`src/eipu_pkg.sv`:
```
// eipu_pkg: constants and types for the external pin interrupt unit
// assumes a 32-bit axi4-lite register bus with byte addresses below 0x20
package eipu_pkg;

	// bus, pin and request shape
	localparam int unsigned DATA_W = 32;
	localparam int unsigned ADDR_W = 5;
	localparam int unsigned REG_W = 8;
	localparam int unsigned PIN_COUNT = 16;
	localparam int unsigned GROUP_PINS = 8;
	localparam int unsigned REQ_COUNT = 4;

	// register byte offsets
	localparam logic [4:0] OFF_SENSE = 5'h00;
	localparam logic [4:0] OFF_EXT_EN = 5'h04;
	localparam logic [4:0] OFF_EXT_PEND = 5'h08;
	localparam logic [4:0] OFF_GRP_EN = 5'h0C;
	localparam logic [4:0] OFF_GRP_PEND = 5'h10;
	localparam logic [4:0] OFF_UP_MASK = 5'h14;
	localparam logic [4:0] OFF_LO_MASK = 5'h18;
	localparam logic [4:0] OFF_PIN_LEVEL = 5'h1C;

	// field positions
	localparam int unsigned SENSE_ZERO_LSB = 0;
	localparam int unsigned SENSE_ONE_LSB = 2;
	localparam int unsigned BIT_ZERO = 0;
	localparam int unsigned BIT_ONE = 1;

	// request line order toward the vector logic
	localparam int unsigned REQ_EXT_ZERO = 0;
	localparam int unsigned REQ_EXT_ONE = 1;
	localparam int unsigned REQ_GRP_ZERO = 2;
	localparam int unsigned REQ_GRP_ONE = 3;

	// values after reset
	localparam logic [3:0] RST_SENSE = 4'h0;
	localparam logic [1:0] RST_FLAGS2 = 2'h0;
	localparam logic [7:0] RST_MASK = 8'h00;

	// axi responses
	localparam logic [1:0] RESP_OKAY = 2'h0;
	localparam logic [1:0] RESP_SLVERR = 2'h2;

	// sense selector codes
	typedef enum logic [1:0] {
		SENSE_LOW = 2'h0,
		SENSE_ANY = 2'h1,
		SENSE_FALL = 2'h2,
		SENSE_RISE = 2'h3
	} eipu_sense_e;

endpackage : eipu_pkg

```
`src/eipu_edge_det.sv`:
```
// eipu_edge_det: sense logic for one dedicated external interrupt pin
// assumes the pin is synchronous to clk; io_clk_run marks a running i/o clock
`timescale 1ns/1ps
module eipu_edge_det (
	input wire logic clk,
	input wire logic rst_b,
	input wire logic pin,
	input eipu_pkg::eipu_sense_e sense,
	input wire logic io_clk_run,
	output logic level_low,
	output logic trig
);
	logic sample_r;
	logic prev_r;
	logic rise;
	logic fall;

	// sample the pin, then keep the previous sample for edge compare
	always_ff @(posedge clk or negedge rst_b) begin
		if (!rst_b) begin
			sample_r <= 1'b1;
			prev_r <= 1'b1;
		end else begin
			sample_r <= pin;
			prev_r <= sample_r;
		end
	end

	assign rise = sample_r & ~prev_r;
	assign fall = ~sample_r & prev_r;
	assign level_low = ~sample_r;

	// decode the selector; falling and rising edges need the running i/o clock, any-change sense does not
	always_comb begin
		unique case (sense)
			eipu_pkg::SENSE_LOW: trig = 1'b0;
			eipu_pkg::SENSE_ANY: trig = rise | fall;
			eipu_pkg::SENSE_FALL: trig = fall & io_clk_run;
			eipu_pkg::SENSE_RISE: trig = rise & io_clk_run;
		endcase
	end
endmodule : eipu_edge_det

```
`src/eipu_top.sv`:
```
// eipu_top: external pin interrupt unit with an axi4-lite register slave
// assumes pins synchronous to CLK, vector entry pulses from the core
`timescale 1ns/1ps
module eipu_top #(
	parameter int unsigned PIN_GROUP_W = 8
) (
	input wire logic CLK,
	input wire logic RST_B,
	input wire logic [4:0] S_AXI_AWADDR,
	input wire logic S_AXI_AWVALID,
	output logic S_AXI_AWREADY,
	input wire logic [31:0] S_AXI_WDATA,
	input wire logic [3:0] S_AXI_WSTRB,
	input wire logic S_AXI_WVALID,
	output logic S_AXI_WREADY,
	output logic [1:0] S_AXI_BRESP,
	output logic S_AXI_BVALID,
	input wire logic S_AXI_BREADY,
	input wire logic [4:0] S_AXI_ARADDR,
	input wire logic S_AXI_ARVALID,
	output logic S_AXI_ARREADY,
	output logic [31:0] S_AXI_RDATA,
	output logic [1:0] S_AXI_RRESP,
	output logic S_AXI_RVALID,
	input wire logic S_AXI_RREADY,
	input wire logic EXT_IRQ_PIN_ZERO,
	input wire logic EXT_IRQ_PIN_ONE,
	input wire logic [15:0] PIN_CHANGE_INPUTS,
	input wire logic GLOBAL_INT_EN,
	input wire logic IO_CLK_RUN,
	input wire logic [3:0] VECTOR_ENTRY,
	output logic [3:0] IRQ_REQ,
	output logic WAKE_REQ
);
	// the mask registers are one byte wide
	initial begin
		if (PIN_GROUP_W == 0 || PIN_GROUP_W > eipu_pkg::GROUP_PINS)
			$error("PIN_GROUP_W must be 1 to 8");
	end

	logic [3:0] sense_r;
	logic [1:0] ext_en_r;
	logic [1:0] ext_pend_r;
	logic [1:0] grp_en_r;
	logic [1:0] grp_pend_r;
	logic [7:0] up_mask_r;
	logic [7:0] lo_mask_r;
	logic [15:0] pc_prev_r;
	logic [3:0] irq_r;
	logic wake_r;
	logic awready_r;
	logic wready_r;
	logic aw_held_r;
	logic w_held_r;
	logic [4:0] waddr_r;
	logic [7:0] wbyte_r;
	logic wlane_r;
	logic bvalid_r;
	logic [1:0] bresp_r;
	logic arready_r;
	logic rvalid_r;
	logic [31:0] rdata_r;
	logic [1:0] rresp_r;
	logic commit;
	logic wr_ok;
	logic [1:0] ext_low;
	logic [1:0] ext_trig;
	logic [1:0] ext_low_mode;
	logic [15:0] pc_change;
	logic [1:0] grp_hit;
	logic [1:0] ext_clr;
	logic [1:0] grp_clr;
	logic [1:0] ext_pend_nxt;
	logic [1:0] grp_pend_nxt;
	logic [3:0] irq_nxt;
	logic [7:0] rd_byte;
	logic rd_hit;
	eipu_pkg::eipu_sense_e sense_zero;
	eipu_pkg::eipu_sense_e sense_one;

	assign sense_zero = eipu_pkg::eipu_sense_e'(
		sense_r[eipu_pkg::SENSE_ZERO_LSB +: 2]);
	assign sense_one = eipu_pkg::eipu_sense_e'(
		sense_r[eipu_pkg::SENSE_ONE_LSB +: 2]);
	assign ext_low_mode[0] = sense_zero == eipu_pkg::SENSE_LOW;
	assign ext_low_mode[1] = sense_one == eipu_pkg::SENSE_LOW;

	// sense logic for the two dedicated pins; the pin is read whatever
	// the port direction, so driving it as an output triggers too
	eipu_edge_det u_ext_zero (
		.clk(CLK),
		.rst_b(RST_B),
		.pin(EXT_IRQ_PIN_ZERO),
		.sense(sense_zero),
		.io_clk_run(IO_CLK_RUN),
		.level_low(ext_low[0]),
		.trig(ext_trig[0])
	);
	eipu_edge_det u_ext_one (
		.clk(CLK),
		.rst_b(RST_B),
		.pin(EXT_IRQ_PIN_ONE),
		.sense(sense_one),
		.io_clk_run(IO_CLK_RUN),
		.level_low(ext_low[1]),
		.trig(ext_trig[1])
	);

	// pin-change compare; runs without the i/o clock
	always_ff @(posedge CLK or negedge RST_B) begin
		if (!RST_B)
			pc_prev_r <= 16'h0000;
		else
			pc_prev_r <= PIN_CHANGE_INPUTS;
	end

	// only masked pins of each group contribute
	always_comb begin
		pc_change = 16'h0000;
		for (int i = 0; i < PIN_GROUP_W; i++) begin
			pc_change[i] = (PIN_CHANGE_INPUTS[i] ^ pc_prev_r[i])
				& lo_mask_r[i];
			pc_change[i + 8] = (PIN_CHANGE_INPUTS[i + 8] ^ pc_prev_r[i + 8])
				& up_mask_r[i];
		end
	end
	assign grp_hit[0] = |pc_change[7:0];
	assign grp_hit[1] = |pc_change[15:8];

	// write channel: address and data are taken in either order
	assign commit = aw_held_r & w_held_r & ~bvalid_r;
	assign wr_ok = commit & wlane_r;

	always_ff @(posedge CLK or negedge RST_B) begin
		if (!RST_B) begin
			awready_r <= 1'b0;
			aw_held_r <= 1'b0;
			waddr_r <= 5'h00;
		end else if (S_AXI_AWVALID && awready_r) begin
			awready_r <= 1'b0;
			aw_held_r <= 1'b1;
			waddr_r <= S_AXI_AWADDR;
		end else if (commit) begin
			aw_held_r <= 1'b0;
		end else if (!aw_held_r && !bvalid_r) begin
			awready_r <= 1'b1;
		end
	end

	always_ff @(posedge CLK or negedge RST_B) begin
		if (!RST_B) begin
			wready_r <= 1'b0;
			w_held_r <= 1'b0;
			wbyte_r <= 8'h00;
			wlane_r <= 1'b0;
		end else if (S_AXI_WVALID && wready_r) begin
			wready_r <= 1'b0;
			w_held_r <= 1'b1;
			wbyte_r <= S_AXI_WDATA[7:0];
			wlane_r <= S_AXI_WSTRB[0];
		end else if (commit) begin
			w_held_r <= 1'b0;
		end else if (!w_held_r && !bvalid_r) begin
			wready_r <= 1'b1;
		end
	end

	// write response, error for an unmapped or read-only address
	always_ff @(posedge CLK or negedge RST_B) begin
		if (!RST_B) begin
			bvalid_r <= 1'b0;
			bresp_r <= eipu_pkg::RESP_OKAY;
		end else if (commit) begin
			bvalid_r <= 1'b1;
			bresp_r <= (waddr_r[4:2] == eipu_pkg::OFF_PIN_LEVEL[4:2]
				|| waddr_r[1:0] != 2'h0) ? eipu_pkg::RESP_SLVERR
				: eipu_pkg::RESP_OKAY;
		end else if (S_AXI_BREADY) begin
			bvalid_r <= 1'b0;
		end
	end

	// control registers written by software
	always_ff @(posedge CLK or negedge RST_B) begin
		if (!RST_B) begin
			sense_r <= eipu_pkg::RST_SENSE;
			ext_en_r <= eipu_pkg::RST_FLAGS2;
			grp_en_r <= eipu_pkg::RST_FLAGS2;
			up_mask_r <= eipu_pkg::RST_MASK;
			lo_mask_r <= eipu_pkg::RST_MASK;
		end else if (wr_ok) begin
			unique case (waddr_r)
				eipu_pkg::OFF_SENSE: sense_r <= wbyte_r[3:0];
				eipu_pkg::OFF_EXT_EN: ext_en_r <= wbyte_r[1:0];
				eipu_pkg::OFF_GRP_EN: grp_en_r <= wbyte_r[1:0];
				eipu_pkg::OFF_UP_MASK: up_mask_r <= wbyte_r;
				eipu_pkg::OFF_LO_MASK: lo_mask_r <= wbyte_r;
				default: ;
			endcase
		end
	end

	// clears: vector entry or a written one; a new event wins
	assign ext_clr = VECTOR_ENTRY[1:0] | ({2{wr_ok
		&& waddr_r == eipu_pkg::OFF_EXT_PEND}} & wbyte_r[1:0]);
	assign grp_clr = VECTOR_ENTRY[3:2] | ({2{wr_ok
		&& waddr_r == eipu_pkg::OFF_GRP_PEND}} & wbyte_r[1:0]);
	assign ext_pend_nxt = ~ext_low_mode
		& (ext_trig | (ext_pend_r & ~ext_clr));
	assign grp_pend_nxt = grp_hit | (grp_pend_r & ~grp_clr);

	// pending flags
	always_ff @(posedge CLK or negedge RST_B) begin
		if (!RST_B) begin
			ext_pend_r <= eipu_pkg::RST_FLAGS2;
			grp_pend_r <= eipu_pkg::RST_FLAGS2;
		end else begin
			ext_pend_r <= ext_pend_nxt;
			grp_pend_r <= grp_pend_nxt;
		end
	end

	// four requests, each gated by its enable and the global flag
	always_comb begin
		irq_nxt[eipu_pkg::REQ_EXT_ZERO] = GLOBAL_INT_EN & ext_en_r[0]
			& (ext_low_mode[0] ? ext_low[0] : ext_pend_r[0]);
		irq_nxt[eipu_pkg::REQ_EXT_ONE] = GLOBAL_INT_EN & ext_en_r[1]
			& (ext_low_mode[1] ? ext_low[1] : ext_pend_r[1]);
		irq_nxt[eipu_pkg::REQ_GRP_ZERO] = GLOBAL_INT_EN & grp_en_r[0]
			& grp_pend_r[0];
		irq_nxt[eipu_pkg::REQ_GRP_ONE] = GLOBAL_INT_EN & grp_en_r[1]
			& grp_pend_r[1];
	end

	// request and wake outputs; a low level that ends early wakes
	// the part but leaves no flag behind
	always_ff @(posedge CLK or negedge RST_B) begin
		if (!RST_B) begin
			irq_r <= 4'h0;
			wake_r <= 1'b0;
		end else begin
			irq_r <= irq_nxt;
			wake_r <= |(ext_en_r & ext_low_mode & ext_low)
				| |(grp_en_r & grp_pend_r);
		end
	end

	// read mux; unused bits return zero
	always_comb begin
		rd_hit = 1'b1;
		unique case (S_AXI_ARADDR)
			eipu_pkg::OFF_SENSE: rd_byte = {4'h0, sense_r};
			eipu_pkg::OFF_EXT_EN: rd_byte = {6'h00, ext_en_r};
			eipu_pkg::OFF_EXT_PEND: rd_byte = {6'h00, ext_pend_r};
			eipu_pkg::OFF_GRP_EN: rd_byte = {6'h00, grp_en_r};
			eipu_pkg::OFF_GRP_PEND: rd_byte = {6'h00, grp_pend_r};
			eipu_pkg::OFF_UP_MASK: rd_byte = up_mask_r;
			eipu_pkg::OFF_LO_MASK: rd_byte = lo_mask_r;
			eipu_pkg::OFF_PIN_LEVEL: rd_byte = {4'h0, ext_pend_nxt,
				~ext_low};
			default: begin
				rd_byte = 8'h00;
				rd_hit = 1'b0;
			end
		endcase
	end

	// read channel: one read at a time, answer one cycle after taking
	always_ff @(posedge CLK or negedge RST_B) begin
		if (!RST_B) begin
			arready_r <= 1'b0;
			rvalid_r <= 1'b0;
			rdata_r <= 32'h00000000;
			rresp_r <= eipu_pkg::RESP_OKAY;
		end else if (S_AXI_ARVALID && arready_r) begin
			arready_r <= 1'b0;
			rvalid_r <= 1'b1;
			rdata_r <= {24'h000000, rd_byte};
			rresp_r <= rd_hit ? eipu_pkg::RESP_OKAY : eipu_pkg::RESP_SLVERR;
		end else if (rvalid_r && S_AXI_RREADY) begin
			rvalid_r <= 1'b0;
		end else if (!rvalid_r) begin
			arready_r <= 1'b1;
		end
	end

	assign S_AXI_AWREADY = awready_r;
	assign S_AXI_WREADY = wready_r;
	assign S_AXI_BVALID = bvalid_r;
	assign S_AXI_BRESP = bresp_r;
	assign S_AXI_ARREADY = arready_r;
	assign S_AXI_RVALID = rvalid_r;
	assign S_AXI_RDATA = rdata_r;
	assign S_AXI_RRESP = rresp_r;
	assign IRQ_REQ = irq_r;
	assign WAKE_REQ = wake_r;
endmodule : eipu_top

```
`config.mk`:
```
export PLATFORM = sky130hd
export DESIGN_NAME = eipu_top
export DESIGN_NICKNAME = d
export VERILOG_FILES = /design/src/eipu_pkg.sv /design/src/eipu_edge_det.sv /design/src/eipu_top.sv
export SDC_FILE = /design/constraint.sdc
export NUM_CORES = 1
export LEC_CHECK = 0
export BUFFER_PORTS_ARGS = -buffer_cell sky130_fd_sc_hd__clkbuf_2
export CORE_ASPECT_RATIO = 1.4
export CORE_UTILIZATION = 35
export DETAILED_ROUTE_END_ITERATION = 8
export PLACE_DENSITY = 0.6
export REMOVE_ABC_BUFFERS = 1
export SYNTH_ARGS = -nofsm -noshare
export SYNTH_HDL_FRONTEND = slang
export SYNTH_SLANG_ARGS = --single-unit
```
`constraint.sdc`:
```
create_clock -name CLK -period 3.29 [get_ports CLK]
set_input_delay 0.658 -clock CLK [delete_from_list [all_inputs] [get_ports CLK]]
set_output_delay 0.658 -clock CLK [all_outputs]
set_load 0.01 [all_outputs]
```
==> results.cfg <==
[run_status]
status = finished, final reports clean

[clock_tree]
clock_latency_ns = 0.33
post_cts_buffers = 0
cts_tree = built
cts-buffers-inserted = 9
cts_sinks = 84
htreeDepth = 3
clk_pin_slew_ns = 0.06
cts_resized = 0
root_buffer = clkbuf_16
cts_hold_buffers = 0
clk_path_buf_depth = 2

[setup_path]
cp-startpoint = u_ext_zero.sample_r$_DFF_PN1_
r2r-start = u_ext_zero.sample_r$_DFF_PN1_
critPathLaunchType = flip-flop
required_ns = 3.51
critPathKind = flip-flop to flip-flop
end_kind = flip-flop
crit_arrival_ns = 2.20
crit_path_max_fanout = 5

[power_and_ir_drop]
seqPwrFrac_pct = 48.7
power_frac_comb_pct = 21.9
p_int_mw = 2.37
clock_power_share_pct = 29.4
swShare_pct = 31.0
p_sw_mw = 1.06
p_per_area_nw_per_um2 = 753
power.leakage_nw = 2.25
totalPowerFinal_mw = 3.43
vdd_ir_drop_max_uv = 242

[timing]
slew_headroom_pct = 31.0
max_freq_ghz = 0.504
worst_slew_pin_slew_ns = 1.03
final.setup.worst_slack_ns = 1.31
rsz0062_at_grt = no
finalCritPeriodShare_pct = 60.2
fin_worst_skew_ns = 0.00382
finalWorstPathRequiredPeriod_ns = 1.98
fin_setup_tns_ns = 0
setup_viol_count_final = 0
hold_viol = 0
slew_viol_final = 0

[global_routing]
overflow = 0
grt_max_degree = 85
grt_usage_pct = 14.6
grt_pass1_wl_um = 12800
antenna_found_initial = 0
grt_pass1_vias = 2502

[drt]
routedWlPerCell_um = 15.1
drcViolationCount = 0
wl_met3_um = 315
vias_per_cell = 4.78
wl_met1_um = 3150
drt_iter0_drc = 128
drtAntennaViolNets = 0
via_count = 2467
wl_met2_um = 4190
first_pass_iters = 4
highest_layer = met4
routed_wl_um = 7810

[hold_path]
hold_path_startpoint = u_ext_one.sample_r$_DFF_PN1_
min_path_type = flip-flop to flip-flop

[place]
dp.cells = 500
io_buffers = 69
post-place-ws_ns = 1.08
hpwl_um = 5880
place_congestion = 0.762

[finish]
fin_util_pct = 41.9
diodes = 0
drive_gt1_share_pct = 38.9
final_cells = 516
fin_nets = 451
area_growth_pct = 16.5
mostFrequentLayoutCells = dfrtp_1, clkbuf_2, mux2_2
final_common_cell = dfrtp_1
nFillCells = 1057

[floorplan]
die_area_um2 = 11600
die_w_um = 91.4
core_area_um2 = 10900
pin_count = 123
rows = 45
start_util_pct = 36.0
die_h_um = 127

[logic_synthesis]
synth_cell_types = 55
ys_seq_elements = 84
synth_edf_count = 0
syn_area_um2 = 3910
ys_seq_area_share_pct = 53.9
synth_top_flop_cell = dfrtp_1
syn_inst = 300
yosysWarnings = 0
postSynth.asyncResetShare_pct = 100
syn_area_per_cell_um2 = 13.0

[flow_run]
maxCapViolCount = 0
## cell families after synthesis
kind of cell | after synthesis | synth area share, %
flops | 84 | 53.9
simple gates | 56 | 9.69
other cells | 1 | 0.0958
buf+inv | 46 | 8.12
mux | 47 | 14.0
xor+xnor | 16 | 3.58
fa+ha+maj | 4 | 1.28
compound gates | 46 | 9.34
## layer usage
layer	GRT usage [%]	up-vias
met5	0	-
met4	7.00	0
met3	2.98	10
met2	25.8	73
met1	16.8	1215
li1	-	1169
## final cells by class
cell class | instances | area, um2 | share of cell area (%)
clock buffer | 10 | 239 | 5.24
tap | 141 | 176 | 3.87
timing repair buffer | 69 | 348 | 7.63
multi-input combinational | 195 | 1580 | 34.7
sequential | 84 | 2110 | 46.2
inverter | 11 | 41.3 | 0.906
clock inverter | 6 | 63.8 | 1.40
## registers in the layout, summed over array words and instances (netlist names), 4 cells and up
signal and cells:
sense_r 4, waddr_r 5, pc_prev_r 16, wbyte_r 8, lo_mask_r 8, up_mask_r 8, S_AXI_RDATA 8, IRQ_REQ 4
## synth_stat cells, types with 2 or more instances
cell type | n | area, um2
o21ai_0 | 9 | 45.0
and4_2 | 2 | 20.0
clkbuf_1 | 2 | 7.51
nor2_1 | 9 | 33.8
buf_6 | 3 | 33.8
mux2_2 | 43 | 484
nor4_1 | 2 | 12.5
nand3_1 | 2 | 10.0
a21oi_1 | 3 | 15.0
mux4_2 | 2 | 45.0
and3_1 | 6 | 37.5
inv_1 | 11 | 41.3
a22oi_1 | 9 | 67.6
clkbuf_8 | 2 | 27.5
a311o_1 | 3 | 30.0
dfstp_2 | 4 | 105
nand4b_1 | 3 | 26.3
nand4_1 | 2 | 12.5
nor3_1 | 2 | 10.0
nand2_1 | 12 | 45.0
nor3b_1 | 3 | 22.5
a221oi_1 | 2 | 17.5
buf_4 | 27 | 203
a21o_1 | 2 | 15.0
mux2i_1 | 2 | 20.0
a31oi_1 | 2 | 12.5
a22o_1 | 4 | 35.0
ha_1 | 4 | 50.1
dfrtp_1 | 80 | 2000
o21a_1 | 3 | 22.5
xor2_1 | 16 | 140
## worst max-delay path, cell delays in order (launching register included)
cell     delay [ns]
dfstp_2        0.58
inv_1          0.07
ha_1           0.17
mux2_2         0.25
a32oi_1        0.31
o41ai_4        0.15
a221o_1        0.33
## per-stage QoR
| stage | cell area (um2) | hold slack [ns] |
|---|---|---|
| after floorplan | 3730 | 0.362 |
| after global placement | 4250 | 0.389 |
| after detailed placement | 4250 | 0.393 |
| after CTS | 4560 | 0.394 |
| after global routing | 4560 | 0.397 |
| final | 4560 | 0.403 |
## power groups by stage
stage,Clock (mW),Sequential [mW],Combinational [mW]
floorplan,0,1.59,0.539
global placement,0,1.68,0.743
detailed placement,0,1.69,0.764
CTS,1.04,1.68,0.767
global route,1.08,1.72,0.833
finish,1.01,1.67,0.752
## worst paths after layout
check                                              to  slack (ns)  depth (start not counted)
max                        S_AXI_RDATA[2]$_DFFE_PN0P_        1.31                          6
min                        u_ext_one.prev_r$_DFF_PN1_        0.40                          0
max reg2reg                S_AXI_RDATA[2]$_DFFE_PN0P_        1.31                          6
min reg2reg                u_ext_one.prev_r$_DFF_PN1_        0.40                          0
max in group asynchronous      wbyte_r[1]$_DFFE_PN0P_        2.11                          1
min in group asynchronous      pc_prev_r[8]$_DFF_PN0_        0.48                          1
Note: power is estimated with default switching activity, not from simulation.
